==> src/cssm_cfg.svh <==
// Constants for the CAN sleep-mode control block.
// Assumes inclusion by bare name from the package and the modules.
`ifndef CSSM_CFG_SVH
`define CSSM_CFG_SVH

// Register byte offsets on the Wishbone bus.
`define CSSM_OFS_MASTER_CONTROL 8'h00
`define CSSM_OFS_GLOBAL_STATUS  8'h04
`define CSSM_OFS_IRQ_REQUEST    8'h08
`define CSSM_OFS_IRQ_MASK       8'h0C
`define CSSM_OFS_ERROR_COUNT    8'h10
`define CSSM_OFS_MAILBOX_BASE   8'h40
`define CSSM_MAILBOX_WORDS      16
`define CSSM_MAILBOX_IDX_W      4

// Field positions in master_control.
`define CSSM_BIT_SLEEP_REQUEST  5
`define CSSM_BIT_WAKE_ON_BUS    7

// Field positions in irq_request_reg and irq_mask_reg.
`define CSSM_IRQ_SLEEP          0
`define CSSM_IRQ_RX_MSG         1
`define CSSM_IRQ_WAKE           2

// Field positions in global_status.
`define CSSM_GS_SLEEP_PEND      0
`define CSSM_GS_ASLEEP          1
`define CSSM_GS_RESYNC          2

// Reset values.
`define CSSM_RST_MASTER_CONTROL 16'h0000
`define CSSM_RST_IRQ_REQUEST    16'h0000
`define CSSM_RST_IRQ_MASK       16'h0000
`define CSSM_RST_ERROR_COUNT    8'h00

// Recessive bits that must be seen before rejoining the bus.
`define CSSM_IDLE_BITS          4'hB
`define CSSM_ERR_COUNT_MAX      8'hFF

`endif

==> src/cssm_pkg.sv <==
// Types shared by the CAN sleep-mode control block.
// Assumes cssm_cfg.svh is on the include path.
`include "cssm_cfg.svh"

package cssm_pkg;

  // Gray codes along normal, pending, asleep, resync and back to normal.
  typedef enum logic [1:0] {
    CSSM_NORMAL = 2'h0,
    CSSM_PEND   = 2'h1,
    CSSM_SLEEP  = 2'h3,
    CSSM_RESYNC = 2'h2
  } cssm_state_t;

endpackage : cssm_pkg

==> src/cssm_recessive_count.sv <==
// Counter of consecutive recessive bits on the CAN bus.
// Assumes bitTick marks one sample point per bit in the clock domain.
`timescale 1ns/1ps
`include "cssm_cfg.svh"

module cssm_recessive_count
  import cssm_pkg::*;
(
  input  wire logic clock,
  input  wire logic srst,
  input  wire logic run,
  input  wire logic bitTick,
  input  wire logic rxBit,
  output logic      idleSeen
);

  logic [3:0] count;

  // Counts recessive samples and restarts on any dominant one.
  always_ff @(posedge clock) begin
    if (srst || !run) begin
      count <= 4'h0;
    end else if (bitTick) begin
      if (!rxBit) begin
        count <= 4'h0;
      end else if (count != `CSSM_IDLE_BITS) begin
        count <= count + 4'h1;
      end
    end
  end

  assign idleSeen = run && (count == `CSSM_IDLE_BITS);

endmodule : cssm_recessive_count

==> src/cssm_sleep_ctrl.sv <==
// Sleep-mode control for a CAN controller, with a Wishbone slave.
// Assumes a protocol core that reports bus access, bit ticks and errors.
//
// The Wishbone interface to the registers and the address map are this design's own decisions.
`timescale 1ns/1ps
`include "cssm_cfg.svh"

module cssm_sleep_ctrl
  import cssm_pkg::*;
(
  input  wire logic        clock,
  input  wire logic        srst,
  input  wire logic        wbCyc,
  input  wire logic        wbStb,
  input  wire logic        wbWe,
  input  wire logic [7:0]  wbAdr,
  input  wire logic [3:0]  wbSel,
  input  wire logic [31:0] wbDatIn,
  output logic [31:0]      wbDatOut,
  output logic             wbAck,
  output logic             wbErr,
  input  wire logic        canRxPin,
  input  wire logic        coreTx,
  input  wire logic        bitTick,
  input  wire logic        busAccessBusy,
  input  wire logic        recInc,
  input  wire logic        tecInc,
  input  wire logic        rxPending,
  output logic             canTxPin,
  output logic             coreRx,
  output logic             busJoined,
  output logic             irq
);

  ////////////////////////////////////////////////////////////////////////////
  // Declarations and helpers.

  cssm_state_t state;
  cssm_state_t next_state;
  logic [15:0] masterControl;
  logic [15:0] irqRequest;
  logic [15:0] irqMask;
  logic [7:0]  receiveErrorCount;
  logic [7:0]  transmitErrorCount;
  logic [15:0] mailbox [0:`CSSM_MAILBOX_WORDS-1];
  logic        rxMeta;
  logic        rxSync;
  logic        idleSeen;
  logic        busWake;
  logic        reqLive;
  logic        reqOk;
  logic        writeNow;
  logic        asleep;
  logic [15:0] statusWord;
  logic [15:0] readWord;
  logic [`CSSM_MAILBOX_IDX_W-1:0] mbIdx;

  function automatic logic isHostReg(input logic [7:0] adr);
    isHostReg = (adr == `CSSM_OFS_MASTER_CONTROL) ||
                (adr == `CSSM_OFS_GLOBAL_STATUS) ||
                (adr == `CSSM_OFS_IRQ_REQUEST) ||
                (adr == `CSSM_OFS_IRQ_MASK);
  endfunction : isHostReg

  function automatic logic isMailbox(input logic [7:0] adr);
    isMailbox = (adr >= `CSSM_OFS_MAILBOX_BASE) &&
                (adr < `CSSM_OFS_MAILBOX_BASE + 8'(4*`CSSM_MAILBOX_WORDS));
  endfunction : isMailbox

  function automatic logic [7:0] satInc(input logic [7:0] v);
    satInc = (v == `CSSM_ERR_COUNT_MAX) ? v : v + 8'h01;
  endfunction : satInc

  ////////////////////////////////////////////////////////////////////////////
  // Receive pin synchroniser and idle detection.

  always_ff @(posedge clock) begin
    if (srst) begin
      rxMeta <= 1'b1;
      rxSync <= 1'b1;
    end else begin
      rxMeta <= canRxPin;
      rxSync <= rxMeta;
    end
  end

  cssm_recessive_count u_idle (
    .clock    (clock),
    .srst     (srst),
    .run      (state == CSSM_RESYNC),
    .bitTick  (bitTick),
    .rxBit    (rxSync),
    .idleSeen (idleSeen)
  );

  ////////////////////////////////////////////////////////////////////////////
  // Sleep state machine.

  assign asleep  = (state == CSSM_SLEEP);
  assign busWake = asleep && masterControl[`CSSM_BIT_WAKE_ON_BUS] &&
                   !rxSync;

  always_comb begin
    next_state = state;
    case (state)
      CSSM_NORMAL: begin
        if (masterControl[`CSSM_BIT_SLEEP_REQUEST]) begin
          next_state = CSSM_PEND;
        end
      end
      CSSM_PEND: begin
        if (!masterControl[`CSSM_BIT_SLEEP_REQUEST]) begin
          next_state = CSSM_NORMAL;
        end else if (!busAccessBusy) begin
          next_state = CSSM_SLEEP;
        end
      end
      CSSM_SLEEP: begin
        if (!masterControl[`CSSM_BIT_SLEEP_REQUEST] || busWake) begin
          next_state = CSSM_RESYNC;
        end
      end
      CSSM_RESYNC: begin
        if (idleSeen) begin
          next_state = CSSM_NORMAL;
        end
      end
      default: begin
        next_state = CSSM_NORMAL;
      end
    endcase
  end

  always_ff @(posedge clock) begin
    if (srst) begin
      state <= CSSM_NORMAL;
    end else begin
      state <= next_state;
    end
  end

  // Bus is cut off in sleep and resync; it stays joined in normal and pending.
  assign busJoined = (state == CSSM_NORMAL) || (state == CSSM_PEND);
  assign canTxPin  = busJoined ? coreTx : 1'b1;
  assign coreRx    = busJoined ? rxSync : 1'b1;

  ////////////////////////////////////////////////////////////////////////////
  // Error counters.

  always_ff @(posedge clock) begin
    if (srst) begin
      receiveErrorCount <= `CSSM_RST_ERROR_COUNT;
    end else if (busJoined && recInc) begin
      receiveErrorCount <= satInc(receiveErrorCount);
    end
  end

  always_ff @(posedge clock) begin
    if (srst) begin
      transmitErrorCount <= `CSSM_RST_ERROR_COUNT;
    end else if (busJoined && tecInc) begin
      transmitErrorCount <= satInc(transmitErrorCount);
    end
  end

  ////////////////////////////////////////////////////////////////////////////
  // Wishbone slave.

  assign reqLive  = wbCyc && wbStb;
  assign reqOk    = isHostReg(wbAdr) ||
                    (!asleep && (isMailbox(wbAdr) ||
                    wbAdr == `CSSM_OFS_ERROR_COUNT));
  assign writeNow = reqLive && wbWe && wbAck;
  assign mbIdx    = wbAdr[`CSSM_MAILBOX_IDX_W+1:2];

  always_ff @(posedge clock) begin
    if (srst) begin
      wbAck <= 1'b0;
      wbErr <= 1'b0;
    end else begin
      wbAck <= reqLive && !wbAck && !wbErr && reqOk;
      wbErr <= reqLive && !wbAck && !wbErr && !reqOk;
    end
  end

  always_comb begin
    statusWord = 16'h0000;
    statusWord[`CSSM_GS_SLEEP_PEND] = (state == CSSM_PEND);
    statusWord[`CSSM_GS_ASLEEP]     = asleep;
    statusWord[`CSSM_GS_RESYNC]     = (state == CSSM_RESYNC);
  end

  always_comb begin
    readWord = 16'h0000;
    if (wbAdr == `CSSM_OFS_MASTER_CONTROL) begin
      readWord = masterControl;
    end else if (wbAdr == `CSSM_OFS_GLOBAL_STATUS) begin
      readWord = statusWord;
    end else if (wbAdr == `CSSM_OFS_IRQ_REQUEST) begin
      readWord = irqRequest;
    end else if (wbAdr == `CSSM_OFS_IRQ_MASK) begin
      readWord = irqMask;
    end else if (wbAdr == `CSSM_OFS_ERROR_COUNT) begin
      readWord = {transmitErrorCount, receiveErrorCount};
    end else if (isMailbox(wbAdr)) begin
      readWord = mailbox[mbIdx];
    end
  end

  always_ff @(posedge clock) begin
    if (srst) begin
      wbDatOut <= 32'h00000000;
    end else if (reqLive && !wbWe && !wbAck && !wbErr) begin
      wbDatOut <= {16'h0000, readWord};
    end
  end

  // Mailbox storage; writes are blocked while asleep by the decode.
  always_ff @(posedge clock) begin
    if (writeNow && isMailbox(wbAdr)) begin
      if (wbSel[0]) begin
        mailbox[mbIdx][7:0] <= wbDatIn[7:0];
      end
      if (wbSel[1]) begin
        mailbox[mbIdx][15:8] <= wbDatIn[15:8];
      end
    end
  end

  ////////////////////////////////////////////////////////////////////////////
  // Master control and interrupt registers.

  always_ff @(posedge clock) begin
    if (srst) begin
      masterControl <= `CSSM_RST_MASTER_CONTROL;
    end else begin
      if (writeNow && wbSel[0] &&
          wbAdr == `CSSM_OFS_MASTER_CONTROL) begin
        masterControl[`CSSM_BIT_SLEEP_REQUEST] <=
          wbDatIn[`CSSM_BIT_SLEEP_REQUEST];
        masterControl[`CSSM_BIT_WAKE_ON_BUS] <=
          wbDatIn[`CSSM_BIT_WAKE_ON_BUS];
      end
      if (busWake) begin
        masterControl[`CSSM_BIT_SLEEP_REQUEST] <= 1'b0;
      end
    end
  end

  always_ff @(posedge clock) begin
    if (srst) begin
      irqMask <= `CSSM_RST_IRQ_MASK;
    end else if (writeNow && wbSel[0] && wbAdr == `CSSM_OFS_IRQ_MASK) begin
      irqMask[`CSSM_IRQ_SLEEP]  <= wbDatIn[`CSSM_IRQ_SLEEP];
      irqMask[`CSSM_IRQ_RX_MSG] <= wbDatIn[`CSSM_IRQ_RX_MSG];
      irqMask[`CSSM_IRQ_WAKE]   <= wbDatIn[`CSSM_IRQ_WAKE];
    end
  end

  // Write one clears, except the receive flag while asleep; a set in the same cycle wins.
  always_ff @(posedge clock) begin
    if (srst) begin
      irqRequest <= `CSSM_RST_IRQ_REQUEST;
    end else begin
      if (writeNow && wbSel[0] && wbAdr == `CSSM_OFS_IRQ_REQUEST) begin
        if (wbDatIn[`CSSM_IRQ_SLEEP]) begin
          irqRequest[`CSSM_IRQ_SLEEP] <= 1'b0;
        end
        if (wbDatIn[`CSSM_IRQ_RX_MSG] && !asleep) begin
          irqRequest[`CSSM_IRQ_RX_MSG] <= 1'b0;
        end
        if (wbDatIn[`CSSM_IRQ_WAKE]) begin
          irqRequest[`CSSM_IRQ_WAKE] <= 1'b0;
        end
      end
      if (state == CSSM_PEND && next_state == CSSM_SLEEP) begin
        irqRequest[`CSSM_IRQ_SLEEP] <= 1'b1;
      end
      if (rxPending) begin
        irqRequest[`CSSM_IRQ_RX_MSG] <= 1'b1;
      end
      if (busWake) begin
        irqRequest[`CSSM_IRQ_WAKE] <= 1'b1;
      end
    end
  end

  assign irq = |(irqRequest & ~irqMask);

  ////////////////////////////////////////////////////////////////////////////
  // Assertions.

  a_sleep_waits_access: assert property (@(posedge clock) disable iff (srst)
    (state == CSSM_PEND && busAccessBusy) |=> state != CSSM_SLEEP)
    else $error("Sleep entered during a bus access.");

  a_sleep_tx_recessive: assert property (@(posedge clock) disable iff (srst)
    (asleep || state == CSSM_RESYNC) |-> (canTxPin && coreRx))
    else $error("Bus not isolated while asleep.");

  a_counters_frozen: assert property (@(posedge clock) disable iff (srst)
    (asleep || state == CSSM_RESYNC) |=>
    ($stable(receiveErrorCount) && $stable(transmitErrorCount)))
    else $error("Error counter changed in sleep.");

  a_clear_leaves_sleep: assert property (@(posedge clock) disable iff (srst)
    (asleep && !masterControl[`CSSM_BIT_SLEEP_REQUEST]) |=>
    state == CSSM_RESYNC)
    else $error("Sleep not left after clear.");

  a_resync_needs_idle: assert property (@(posedge clock) disable iff (srst)
    (state == CSSM_RESYNC && !idleSeen) |=> state != CSSM_NORMAL)
    else $error("Rejoined bus before idle seen.");

  a_sleep_irq_set: assert property (@(posedge clock) disable iff (srst)
    ($rose(asleep)) |-> irqRequest[`CSSM_IRQ_SLEEP])
    else $error("Sleep entry flag not raised.");

  a_mailbox_refused: assert property (@(posedge clock) disable iff (srst)
    (reqLive && asleep && isMailbox(wbAdr) && !wbAck && !wbErr) |=>
    (wbErr && !wbAck))
    else $error("Mailbox access not refused in sleep.");

  a_rxirq_held: assert property (@(posedge clock) disable iff (srst)
    (asleep && $past(asleep) && $past(irqRequest[`CSSM_IRQ_RX_MSG])) |->
    irqRequest[`CSSM_IRQ_RX_MSG])
    else $error("Receive flag cleared in sleep.");

  a_reserved_zero: assert property (@(posedge clock) disable iff (srst)
    masterControl[4:3] == 2'h0)
    else $error("Reserved control bits not zero.");

  a_wake_clears_req: assert property (@(posedge clock) disable iff (srst)
    busWake |=> (!masterControl[`CSSM_BIT_SLEEP_REQUEST] &&
    state == CSSM_RESYNC))
    else $error("Bus wake did not clear request.");

endmodule : cssm_sleep_ctrl

==> config.mk <==
export PLATFORM = sky130hd
export DESIGN_NAME = cssm_sleep_ctrl
export DESIGN_NICKNAME = d
export VERILOG_FILES = /design/src/cssm_pkg.sv /design/src/cssm_recessive_count.sv /design/src/cssm_sleep_ctrl.sv
export VERILOG_INCLUDE_DIRS = /design/src
export SDC_FILE = /design/constraint.sdc
export NUM_CORES = 1
export LEC_CHECK = 0
export ABC_AREA = 1
export BUFFER_PORTS_ARGS = -buffer_cell sky130_fd_sc_hd__buf_2
export CAP_MARGIN = 20
export CORE_UTILIZATION = 48
export CTS_CLUSTER_DIAMETER = 200
export DETAILED_ROUTE_END_ITERATION = 6
export GPL_TIMING_DRIVEN = 0
export PLACE_DENSITY_LB_ADDON = 0.25
export SYNTH_ARGS = -nofsm -noshare
export SYNTH_HDL_FRONTEND = slang
export SYNTH_HIERARCHICAL = 1
export SYNTH_SLANG_ARGS = --single-unit
==> constraint.sdc <==
create_clock -name clock -period 2.6 [get_ports clock]
set_input_delay 0.13 -clock clock [delete_from_list [all_inputs] [get_ports clock]]
set_output_delay 0.13 -clock clock [all_outputs]
set_load 0.02 [all_outputs]
==> results of run 1 <==
[sequential cells by signal, indices dropped and copies added, names as in the netlist, 2 cells and up]
signal              cells
receiveErrorCount       8
mailbox               256
masterControl           2
u_idle/count            4
transmitErrorCount      8
irqMask                 3
wbDatOut               16
state                   2
irqRequest              3
[synthesized netlist by cell type]
master      n  area [µm²]
nor4_1      1        6.26
nand4_1     4        25.0
edfxtp_1  256        7690
nor2_2      4        25.0
o21a_1      2        15.0
conb_1      1        3.75
buf_6       2        22.5
nor2_1     51         191
inv_2      11        41.3
inv_1      46         173
inv_4       1        6.26
nor2_4      2        22.5
ha_1        3        37.5
nand2_4     1        11.3
o31ai_1     2        15.0
a22oi_1   102         766
o21ai_1    15        75.1
o21ai_0    21         105
clkbuf_1    8        30.0
nand3_1    20         100
buf_4      19         143
dfxtp_1    50        1000
a22o_1      1        8.76
nand3b_1    1        7.51
or2_2       3        18.8
nand2_1   353        1330
nor2_8      4        80.1
nand4_2     1        12.5
a21oi_1    51         255
o211ai_1    1        7.51
buf_2      27         135
buf_1       4        15.0
xor2_1      1        8.76
nand2_2     2        12.5
nor3_1     25         125
[metal layers]
layer	vias to the layer above	GRT usage [%]
li1	4097	-
met1	4198	31.8
met2	350	40.9
met3	49	3.83
met4	0	7.28
met5	-	0
[kinds of logic (layout without fill, tap and decap cells)]
group,after synthesis,after routing
other cells,1,16
xor+xnor,1,1
simple gates,472,472
buf+inv,118,258
flops,306,306
compound gates,195,195
fa+ha+maj,3,3
[how the worst min path moves through the flow]
stage                      to  cells after the start
6_report       mailbox[5][10]                      1
4_1_cts         mailbox[1][3]                      1
5_1_grt         mailbox[9][3]                      1
3_5_place_dp           rxMeta                      2
3_3_place_gp           rxMeta                      2
2_1_floorplan   mailbox[0][0]                      0
[worst register-to-register path, stage by stage, from the launching register on]
cell	delay, ps
dfxtp_1	360
nand2_1	70
nor2_1	120
nand2_1	120
inv_1	110
nand2_1	220
clkbuf_1	380
nor2_1	840
[through the flow]
stage / area (µm²) / total power (W)
after floorplan: 12600 / 0.00577
after global placement: 13300 / 0.00599
after detailed placement: 13400 / 0.00600
after CTS: 14600 / 0.0106
after global routing: 14600 / 0.0109
final: 14600 / 0.0106
[power groups by stage]
stage | clock network [W] | registers (W) | logic (W)
after detailed placement | 0 | 0.00543 | 0.000566
after CTS | 0.00471 | 0.00533 | 0.000578
after floorplan | 0 | 0.00544 | 0.000331
final | 0.00467 | 0.00533 | 0.000585
after global routing | 0.00489 | 0.00533 | 0.000642
after global placement | 0 | 0.00543 | 0.000553
[area by class of cell]
type | count | share of cell area (%)
sequential | 306 | 59.7
multi-input combinational | 687 | 23.1
clock buffer | 42 | 6.49
timing repair buffer | 80 | 3.11
tap | 330 | 2.84
buffer | 60 | 2.37
inverter | 58 | 1.51
clock inverter | 18 | 0.971
[what timing repair did]
action	in CTS	in global routing
hold buffers	8	0
hold endpoints to repair	11	0
endpoints found under the setup margin	0	72
==> flow_summary.yaml, run 1 <==
cells_and_area:
  area_growth_pct: 16.4
  diodes: 0
  finalNonFillerCells: 1581
  final_util_pct: 57.3
  regArea_um2: 8690
  fillers: 2125
  drive_above_1_share_pct: 16.3
  multi_input_area_um2: 3360
  nNetsFinal: 1286
  final_cell_mix: "nand2_1 (353), edfxtp_1 (256), a22oi_1 (102)"
  layout_commonest_cell: "nand2_1"
timing:
  layout_setup_ws_ps: -2.00
  setup_tns_ps: -2.97
  fmax_mhz: 384
  finalCriticalPeriod_ps: 2600
  finalHoldViolations: 0
  worst_slew_pin_slew_ps: 993
  maxSlewViolCount: 0
  setup-violations-final: 3
  slew-limit-headroom_pct: 33.6
  rsz0062_at_grt: "yes"
  fin_crit_sh_pct: 100
  clock_skew_ps: 9.67
  hold_ws_ps: 13.9
routing:
  highest_layer: "met4"
  wl_met3_um: 2410
  drt_iter0_markers: 924
  met1_length_um: 13100
  dr.pass1.iters: 5
  drc_errors: 0
  via_count: 8694
  viasPerCell: 5.50
  wl_met2_um: 15100
  drtAntennaViolNets: 0
  finalWirelength_um: 31400
  wl_per_cell_um: 19.9
synth:
  synth-adder-area-share_pct: 0.300
  netlist_area_um2: 12500
  syn_inst: 1096
  synth_compound_gate_area_share_pct: 9.97
  synth-simple-area-share_pct: 15.7
  yosysUniqueCellTypes: 35
  synth_warnings: 6
  yosys.area_share.xor_xnor_pct: 0.0700
  ys_ff_latch: 306
  syn_area_per_cell_um2: 11.4
  synthMuxAreaShare_pct: 0
  synth_top_family_by_area: "simple AND/OR/NAND/NOR gates"
  yosysSeqAreaShare_pct: 69.4
die:
  design.core.area_um2: 25400
  start_util_pct: 49.3
  pin_count: 94
  die_h_um: 163
  die_w_um: 163
  dieArea_um2: 26700
  rows: 58
power:
  p_leak_nw: 5.60
  pwr-share-seq_pct: 50.4
  clkPwrFrac_pct: 44.1
  p_int_w: 0.00827
  powerDensity_nw_per_um2: 727
  netSwitchingPower_w: 0.00232
  ir_drop_uv: 445
  power_frac_comb_pct: 5.5
  switching_share_pct: 21.9
clock_tree:
  insertion_delay_ps: 510
  clockBufferDepth: 3
  cts_resized: 0
  root_buffer: "clkbuf_16"
  path_clk_slew_ps: 60
  cts_max_level: 2
  tritoncts: "done"
  postCtsSetupRepairBufs: 0
  clock_sinks: 306
  cts_buffers: 34
placed_design:
  dp.cells: 1513
  gp_congestion: 0.846
  dp_hpwl_um: 21200
  port_buffers: 57
  dp_slack_ps: -271
worst_setup_path:
  reg2reg_depth: 7
  regToRegEndpoint: "mailbox[3][1]"
  path_buf_inv: 2
  arrival_ps: 2740
  ff2ff_setup_slack_ps: -2
  slowest_delay_ps: 830
  crit_path_start_kind: "flip-flop"
  path_class: "reg -> reg"
  cp_slowest_cell: "nor2_1"
  crit_path_end_kind: "flip-flop"
  worstPathMaxFanout: 10
  reg2reg_from: "wbAck"
  endpoint: "mailbox[3][1]"
  path_depth: 7
  crit_family: "simple AND/OR/NAND/NOR gates"
  cpMostUsedCell: "nand2_1"
  crit_start: "wbAck"
  path_cells: "nand2_1 -> nor2_1 -> nand2_1 -> inv_1 -> nand2_1 -> clkbuf_1 -> nor2_1"
  worst_ep_required_time_ps: 2730
hold_path:
  hold_class: "in -> reg"
  hp-start: "wbDatIn[10]"
global_route:
  grt_pass1_wl_um: 47500
  overflow: 0
  grt_pass1_vias: 8265
  globalRouteTotalUtil_pct: 24.1
  antenna_found_initial: 0
  grt_max_degree: 18
job:
  cap_viol_max_count: 0
status:
  status: "finished with violations"
  violations: "negative setup slack"
Power figures use the tool's default switching activity.
==> run 2: changes to the inputs <==
--- a/config.mk
+++ b/config.mk
@@ -8,7 +8,8 @@
 export LEC_CHECK = 0
 export ABC_AREA = 1
 export BUFFER_PORTS_ARGS = -buffer_cell sky130_fd_sc_hd__buf_2
-export CAP_MARGIN = 20
+export CAP_MARGIN = 15
+export CORE_MARGIN = 2
 export CORE_UTILIZATION = 48
 export CTS_CLUSTER_DIAMETER = 200
 export DETAILED_ROUTE_END_ITERATION = 6
==> run 2 against run 1 <==
- the run now ends clean
- maximum frequency rose by 2.4%
- hold slack better by 20 ps
- sequential power is essentially flat
- register-to-register slack better by 60 ps
- combinational power grew 3.8%
- clock skew rose by 10 ps
- critical endpoint is now mailbox[7][1]
- largest cell class unchanged
- highest routed layer unchanged
==> flow_summary.yaml, run 2 (synthesis gave the netlist of run 1 again) <==
global_route:
  global_route.peak_usage_layer: "met2"
  grt_max_degree: 18
  grt_pass1_wl_um: 46400
  grt_use_met2_pct: 38.8
  overflow: 0
  antenna_found_initial: 0
  globalRouteTotalUtil_pct: 22.8
  met1_usage_pct: 30.3
  met3_usage_pct: 3.92
  grt_pass1_vias: 8149
cells_and_area:
  design_area_um2: 14600
  largest_register: "mailbox"
  layout_commonest_cell: "nand2_1"
  drive_above_1_share_pct: 15.7
  fillers: 2134
  reg_top3: "mailbox: 256 flops, wbDatOut: 16 flops"
  nNetsFinal: 1301
  largest_reg_flops: 256
  area_growth_pct: 16.7
  diodes: 0
  final_cell_mix: "nand2_1 (353), edfxtp_1 (256), a22oi_1 (102)"
routing:
  finalWirelength_um: 31300
  viasPerCell: 5.40
  wl_per_cell_um: 19.6
  drc_errors: 0
  drt_iter0_markers: 918
  via_count: 8645
  drtAntennaViolNets: 0
  dr.pass1.iters: 5
die:
  start_util_pct: 48.4
  design.core.area_um2: 25800
  die_w_um: 165
  die_h_um: 165
  dieArea_um2: 27400
  rows: 59
  pin_count: 94
clock_tree:
  cts_max_level: 1
  path_clk_slew_ps: 60
  clock_sinks: 306
  tritoncts: "done"
  postCtsSetupRepairBufs: 0
  clockBufferDepth: 3
  insertion_delay_ps: 570
  cts_buffers: 31
  root_buffer: "clkbuf_16"
power:
  p_leak_nw: 5.59
  power.total_w: 0.00998
  ir_drop_uv: 426
  powerDensity_nw_per_um2: 684
worst_setup_path:
  crit_family: "simple AND/OR/NAND/NOR gates"
  crit_path_start_kind: "flip-flop"
  path_class: "reg -> reg"
  path_cells: "nand2_1 -> nor2_1 -> nand2_1 -> inv_1 -> nand2_1 -> clkbuf_1 -> nor3_2"
  arrival_ps: 2720
  worstPathMaxFanout: 10
  crit_path_end_kind: "flip-flop"
  slowest_delay_ps: 790
  path_buf_inv: 2
  cpMostUsedCell: "nand2_1"
  worst_ep_required_time_ps: 2780
  cp_slowest_cell: "nor3_2"
hold_path:
  hold_class: "in -> reg"
timing:
  clock_skew_ps: 19.8
  finalCriticalPeriod_ps: 2540
  fmax_mhz: 394
  maxSlewViolCount: 0
  fin_crit_sh_pct: 97.7
  setup-violations-final: 0
  finalHoldViolations: 0
  rsz0062_at_grt: "yes"
  worst_slew_pin_slew_ps: 939
  slew-limit-headroom_pct: 36.9
placed_design:
  dp_hpwl_um: 21200
  port_buffers: 57
  gp_congestion: 0.837
  post_dp_cell_area_um2: 13400
job:
  cap_viol_max_count: 0
status:
  status: "completed"
run 2: worst paths after layout:
check / from / to / slack (ps) / cells past startpoint
worst max-delay path: wbAck / mailbox[7][1] / 60 / 7
worst min-delay path: recInc / receiveErrorCount[1] / 30 / 4
worst max register to register: wbAck / mailbox[7][1] / 60 / 7
worst min register to register: rxMeta / rxSync / 420 / 1
run 2: routing by layer:
metal,vias to the layer above,routed length (µm)
met3,69,2620
met4,0,878
li1,4117,-
met1,4090,12900
met2,369,14900
met5,-,0
run 2: through the flow:
stage               hold slack (ps)  setup WS (ps)  std cells  util (%)  setup TNS, ps
detailed placement              325           -416       1518      51.9         -49520
finish                         33.7           58.8       1600      56.5              0
CTS                            32.1          -36.7       1600      56.4           -386
global placement                320           -680       1503      51.4         -86840
floorplan                       229            473       1111         -              0
global route                   70.1           -134       1600      56.5          -3880
run 2: cell type report:
| cell class | instances | area, µm² | share of cell area, % |
|---|---|---|---|
| Clock inverter | 13 | 88.8 | 0.608 |
| Buffer | 60 | 345 | 2.37 |
| Timing Repair Buffer | 98 | 648 | 4.44 |
| Tap cell | 335 | 419 | 2.87 |
| Clock buffer | 43 | 821 | 5.62 |
| Multi-Input combinational cell | 687 | 3370 | 23.1 |
| Inverter | 58 | 220 | 1.51 |
| Sequential cell | 306 | 8690 | 59.5 |
run 2: worst min-delay path, delay by kind of cell:
kind	cells	cell delay, ps
AO/OA/AOI/OAI	1	100
buffers and inverters	1	100
AND/OR/NAND/NOR	2	230
run 2: what timing repair did:
action	in CTS	in global routing
hold buffers	26	0
gates resized for setup	0	4
hold endpoints to repair	267	0
setup endpoints to repair	12	67
run 2: where the power goes:
part	internal (W)	switching [W]
clock network	0.00228	0.00176
registers	0.00532	0.0000124
logic	0.000187	0.000420
total	0.00779	0.00219
==> run 3: changes to the inputs <==
--- a/config.mk
+++ b/config.mk
@@ -7,7 +7,7 @@
 export NUM_CORES = 1
 export LEC_CHECK = 0
 export ABC_AREA = 1
-export BUFFER_PORTS_ARGS = -buffer_cell sky130_fd_sc_hd__buf_2
+export BUFFER_PORTS_ARGS = -buffer_cell sky130_fd_sc_hd__buf_4
 export CAP_MARGIN = 15
 export CORE_MARGIN = 2
 export CORE_UTILIZATION = 48
==> run 3 against run 2 <==
- utilization rose by 0.92 points
- clock skew rose by 3.8 ps
- final cell count fell by 0.38%
- power rose by 4.9%
- critical path type unchanged
- flip-flop and latch count did not move
- maximum frequency fell by 1.3%
- design area rose by 1.6%
- combinational power rose by 3%
==> flow_summary.yaml, run 3 (synthesis gave the netlist of run 1 again) <==
status:
  status: "completed"
timing:
  maxSlewViolCount: 0
  worst_slew_pin_slew_ps: 930
  setup_tns_ps: 0
  rsz0062_at_grt: "yes"
  slew-limit-headroom_pct: 37.7
  finalHoldViolations: 0
  fin_crit_sh_pct: 99.0
  setup-violations-final: 0
  fmax_mhz: 388
  finalCriticalPeriod_ps: 2570
  clock_skew_ps: 23.6
cells_and_area:
  finalNonFillerCells: 1594
  area_growth_pct: 18.6
  design_area_um2: 14800
  largest_reg_flops: 256
  largest_register: "mailbox"
  nNetsFinal: 1302
  diodes: 0
  layout_commonest_cell: "nand2_1"
  drive_above_1_share_pct: 15.9
  final_cell_mix: "nand2_1 (353), edfxtp_1 (256), a22oi_1 (102)"
  reg_top3: "mailbox: 256 flops, wbDatOut: 16 flops"
worst_setup_path:
  path_depth: 7
  endpoint: "mailbox[2][2]"
  path_buf_inv: 2
  ff2ff_setup_slack_ps: 30
  cpMostUsedCell: "nand2_1"
  cp_slowest_cell: "nor2_1"
  path_class: "reg -> reg"
  reg2reg_depth: 7
  crit_path_start_kind: "flip-flop"
  path_cells: "nand2_1 -> nor2_1 -> nand2_1 -> inv_1 -> nand2_1 -> clkbuf_1 -> nor2_1"
  arrival_ps: 2750
  worstPathMaxFanout: 10
  crit_family: "simple AND/OR/NAND/NOR gates"
  worst_ep_required_time_ps: 2770
  crit_start: "wbAck"
  slowest_delay_ps: 780
  regToRegEndpoint: "mailbox[2][2]"
  reg2reg_from: "wbAck"
  crit_path_end_kind: "flip-flop"
placed_design:
  dp_hpwl_um: 21000
  port_buffers: 57
  dp.cells: 1519
  post_dp_cell_area_um2: 13500
  gp_congestion: 0.856
routing:
  drt_iter0_markers: 862
  dr.pass1.iters: 5
  highest_layer: "met4"
  wl_per_cell_um: 19.4
  met1_length_um: 13000
  via_count: 8569
  viasPerCell: 5.38
  wl_met3_um: 2620
  drc_errors: 0
  drtAntennaViolNets: 0
  wl_met2_um: 14600
  finalWirelength_um: 30900
die:
  rows: 59
  die_w_um: 165
  die_h_um: 165
  pin_count: 94
  start_util_pct: 48.4
  design.core.area_um2: 25800
  dieArea_um2: 27400
power:
  p_leak_nw: 5.70
  ir_drop_uv: 446
  powerDensity_nw_per_um2: 705
  power.total_w: 0.0105
global_route:
  grt_max_degree: 18
  overflow: 0
  antenna_found_initial: 0
  grt_pass1_vias: 8200
  grt_pass1_wl_um: 47000
  globalRouteTotalUtil_pct: 23.1
hold_path:
  hold_class: "in -> reg"
job:
  cap_viol_max_count: 0
clock_tree:
  cts_max_level: 1
  clockBufferDepth: 3
  postCtsSetupRepairBufs: 0
  tritoncts: "done"
  root_buffer: "clkbuf_16"
  path_clk_slew_ps: 60
  cts_buffers: 31
  clock_sinks: 306
  insertion_delay_ps: 570
run 3: changes by cell type in the layout (fill, tap and decap cells not counted), moves of 5 or more:
cell / delta
buf_2: -53
buf_4: +54
bufinv_16: +5
clkbuf_1: -8
run 3: worst min path at each step:
stage | from | end | slack, ps | depth (start not counted)
3_3_place_gp | canRxPin | rxMeta | 320 | 2
2_1_floorplan | wbDatIn[0] | mailbox[0][0] | 230 | 0
6_report | recInc | receiveErrorCount[1] | 50 | 4
3_5_place_dp | canRxPin | rxMeta | 330 | 2
4_1_cts | recInc | receiveErrorCount[1] | 40 | 4
5_1_grt | recInc | receiveErrorCount[1] | 80 | 4
run 3: timing repair:
| action | in CTS | in global routing |
|---|---|---|
| hold endpoints to repair | 271 | 0 |
| hold buffers | 26 | 0 |
| setup endpoints to repair | 12 | 33 |
| resized for setup | 0 | 4 |
run 3: per-stage QoR:
step	utilization [%]	setup WS [ps]	hold slack, ps
CTS	57.4	-55.8	35.8
global route	57.4	-58.7	84.9
detailed placement	52.4	-425	325
floorplan	-	473	229
finish	57.4	25.4	48.5
global placement	51.9	-674	322
run 3: cell type report:
class	count	area, µm²
buffer	60	345
clock buffer	35	791
clock inverter	14	219
fill	2180	11000
inverter	58	220
multi-input combinational	687	3370
sequential	306	8690
tap	335	419
timing repair buffer	99	788
run 3: per-layer routing:
metal,track usage (%),vias to the layer above
met5,0,-
met4,7.13,0
met3,4.47,63
met2,38.0,345
met1,31.3,4048
li1,-,4113
run 3: power by group:
part / switching, W / total [W] / internal, W
logic: 0.000417 / 0.000624 / 0.000207
clock network: 0.00178 / 0.00451 / 0.00274
registers: 0.0000130 / 0.00533 / 0.00532
run 3: worst reg2reg max path, stage by stage (launching register included):
cell	delay, ps
dfxtp_1	360
nand2_1	70
nor2_1	120
nand2_1	120
inv_1	110
nand2_1	230
clkbuf_1	380
nor2_1	790
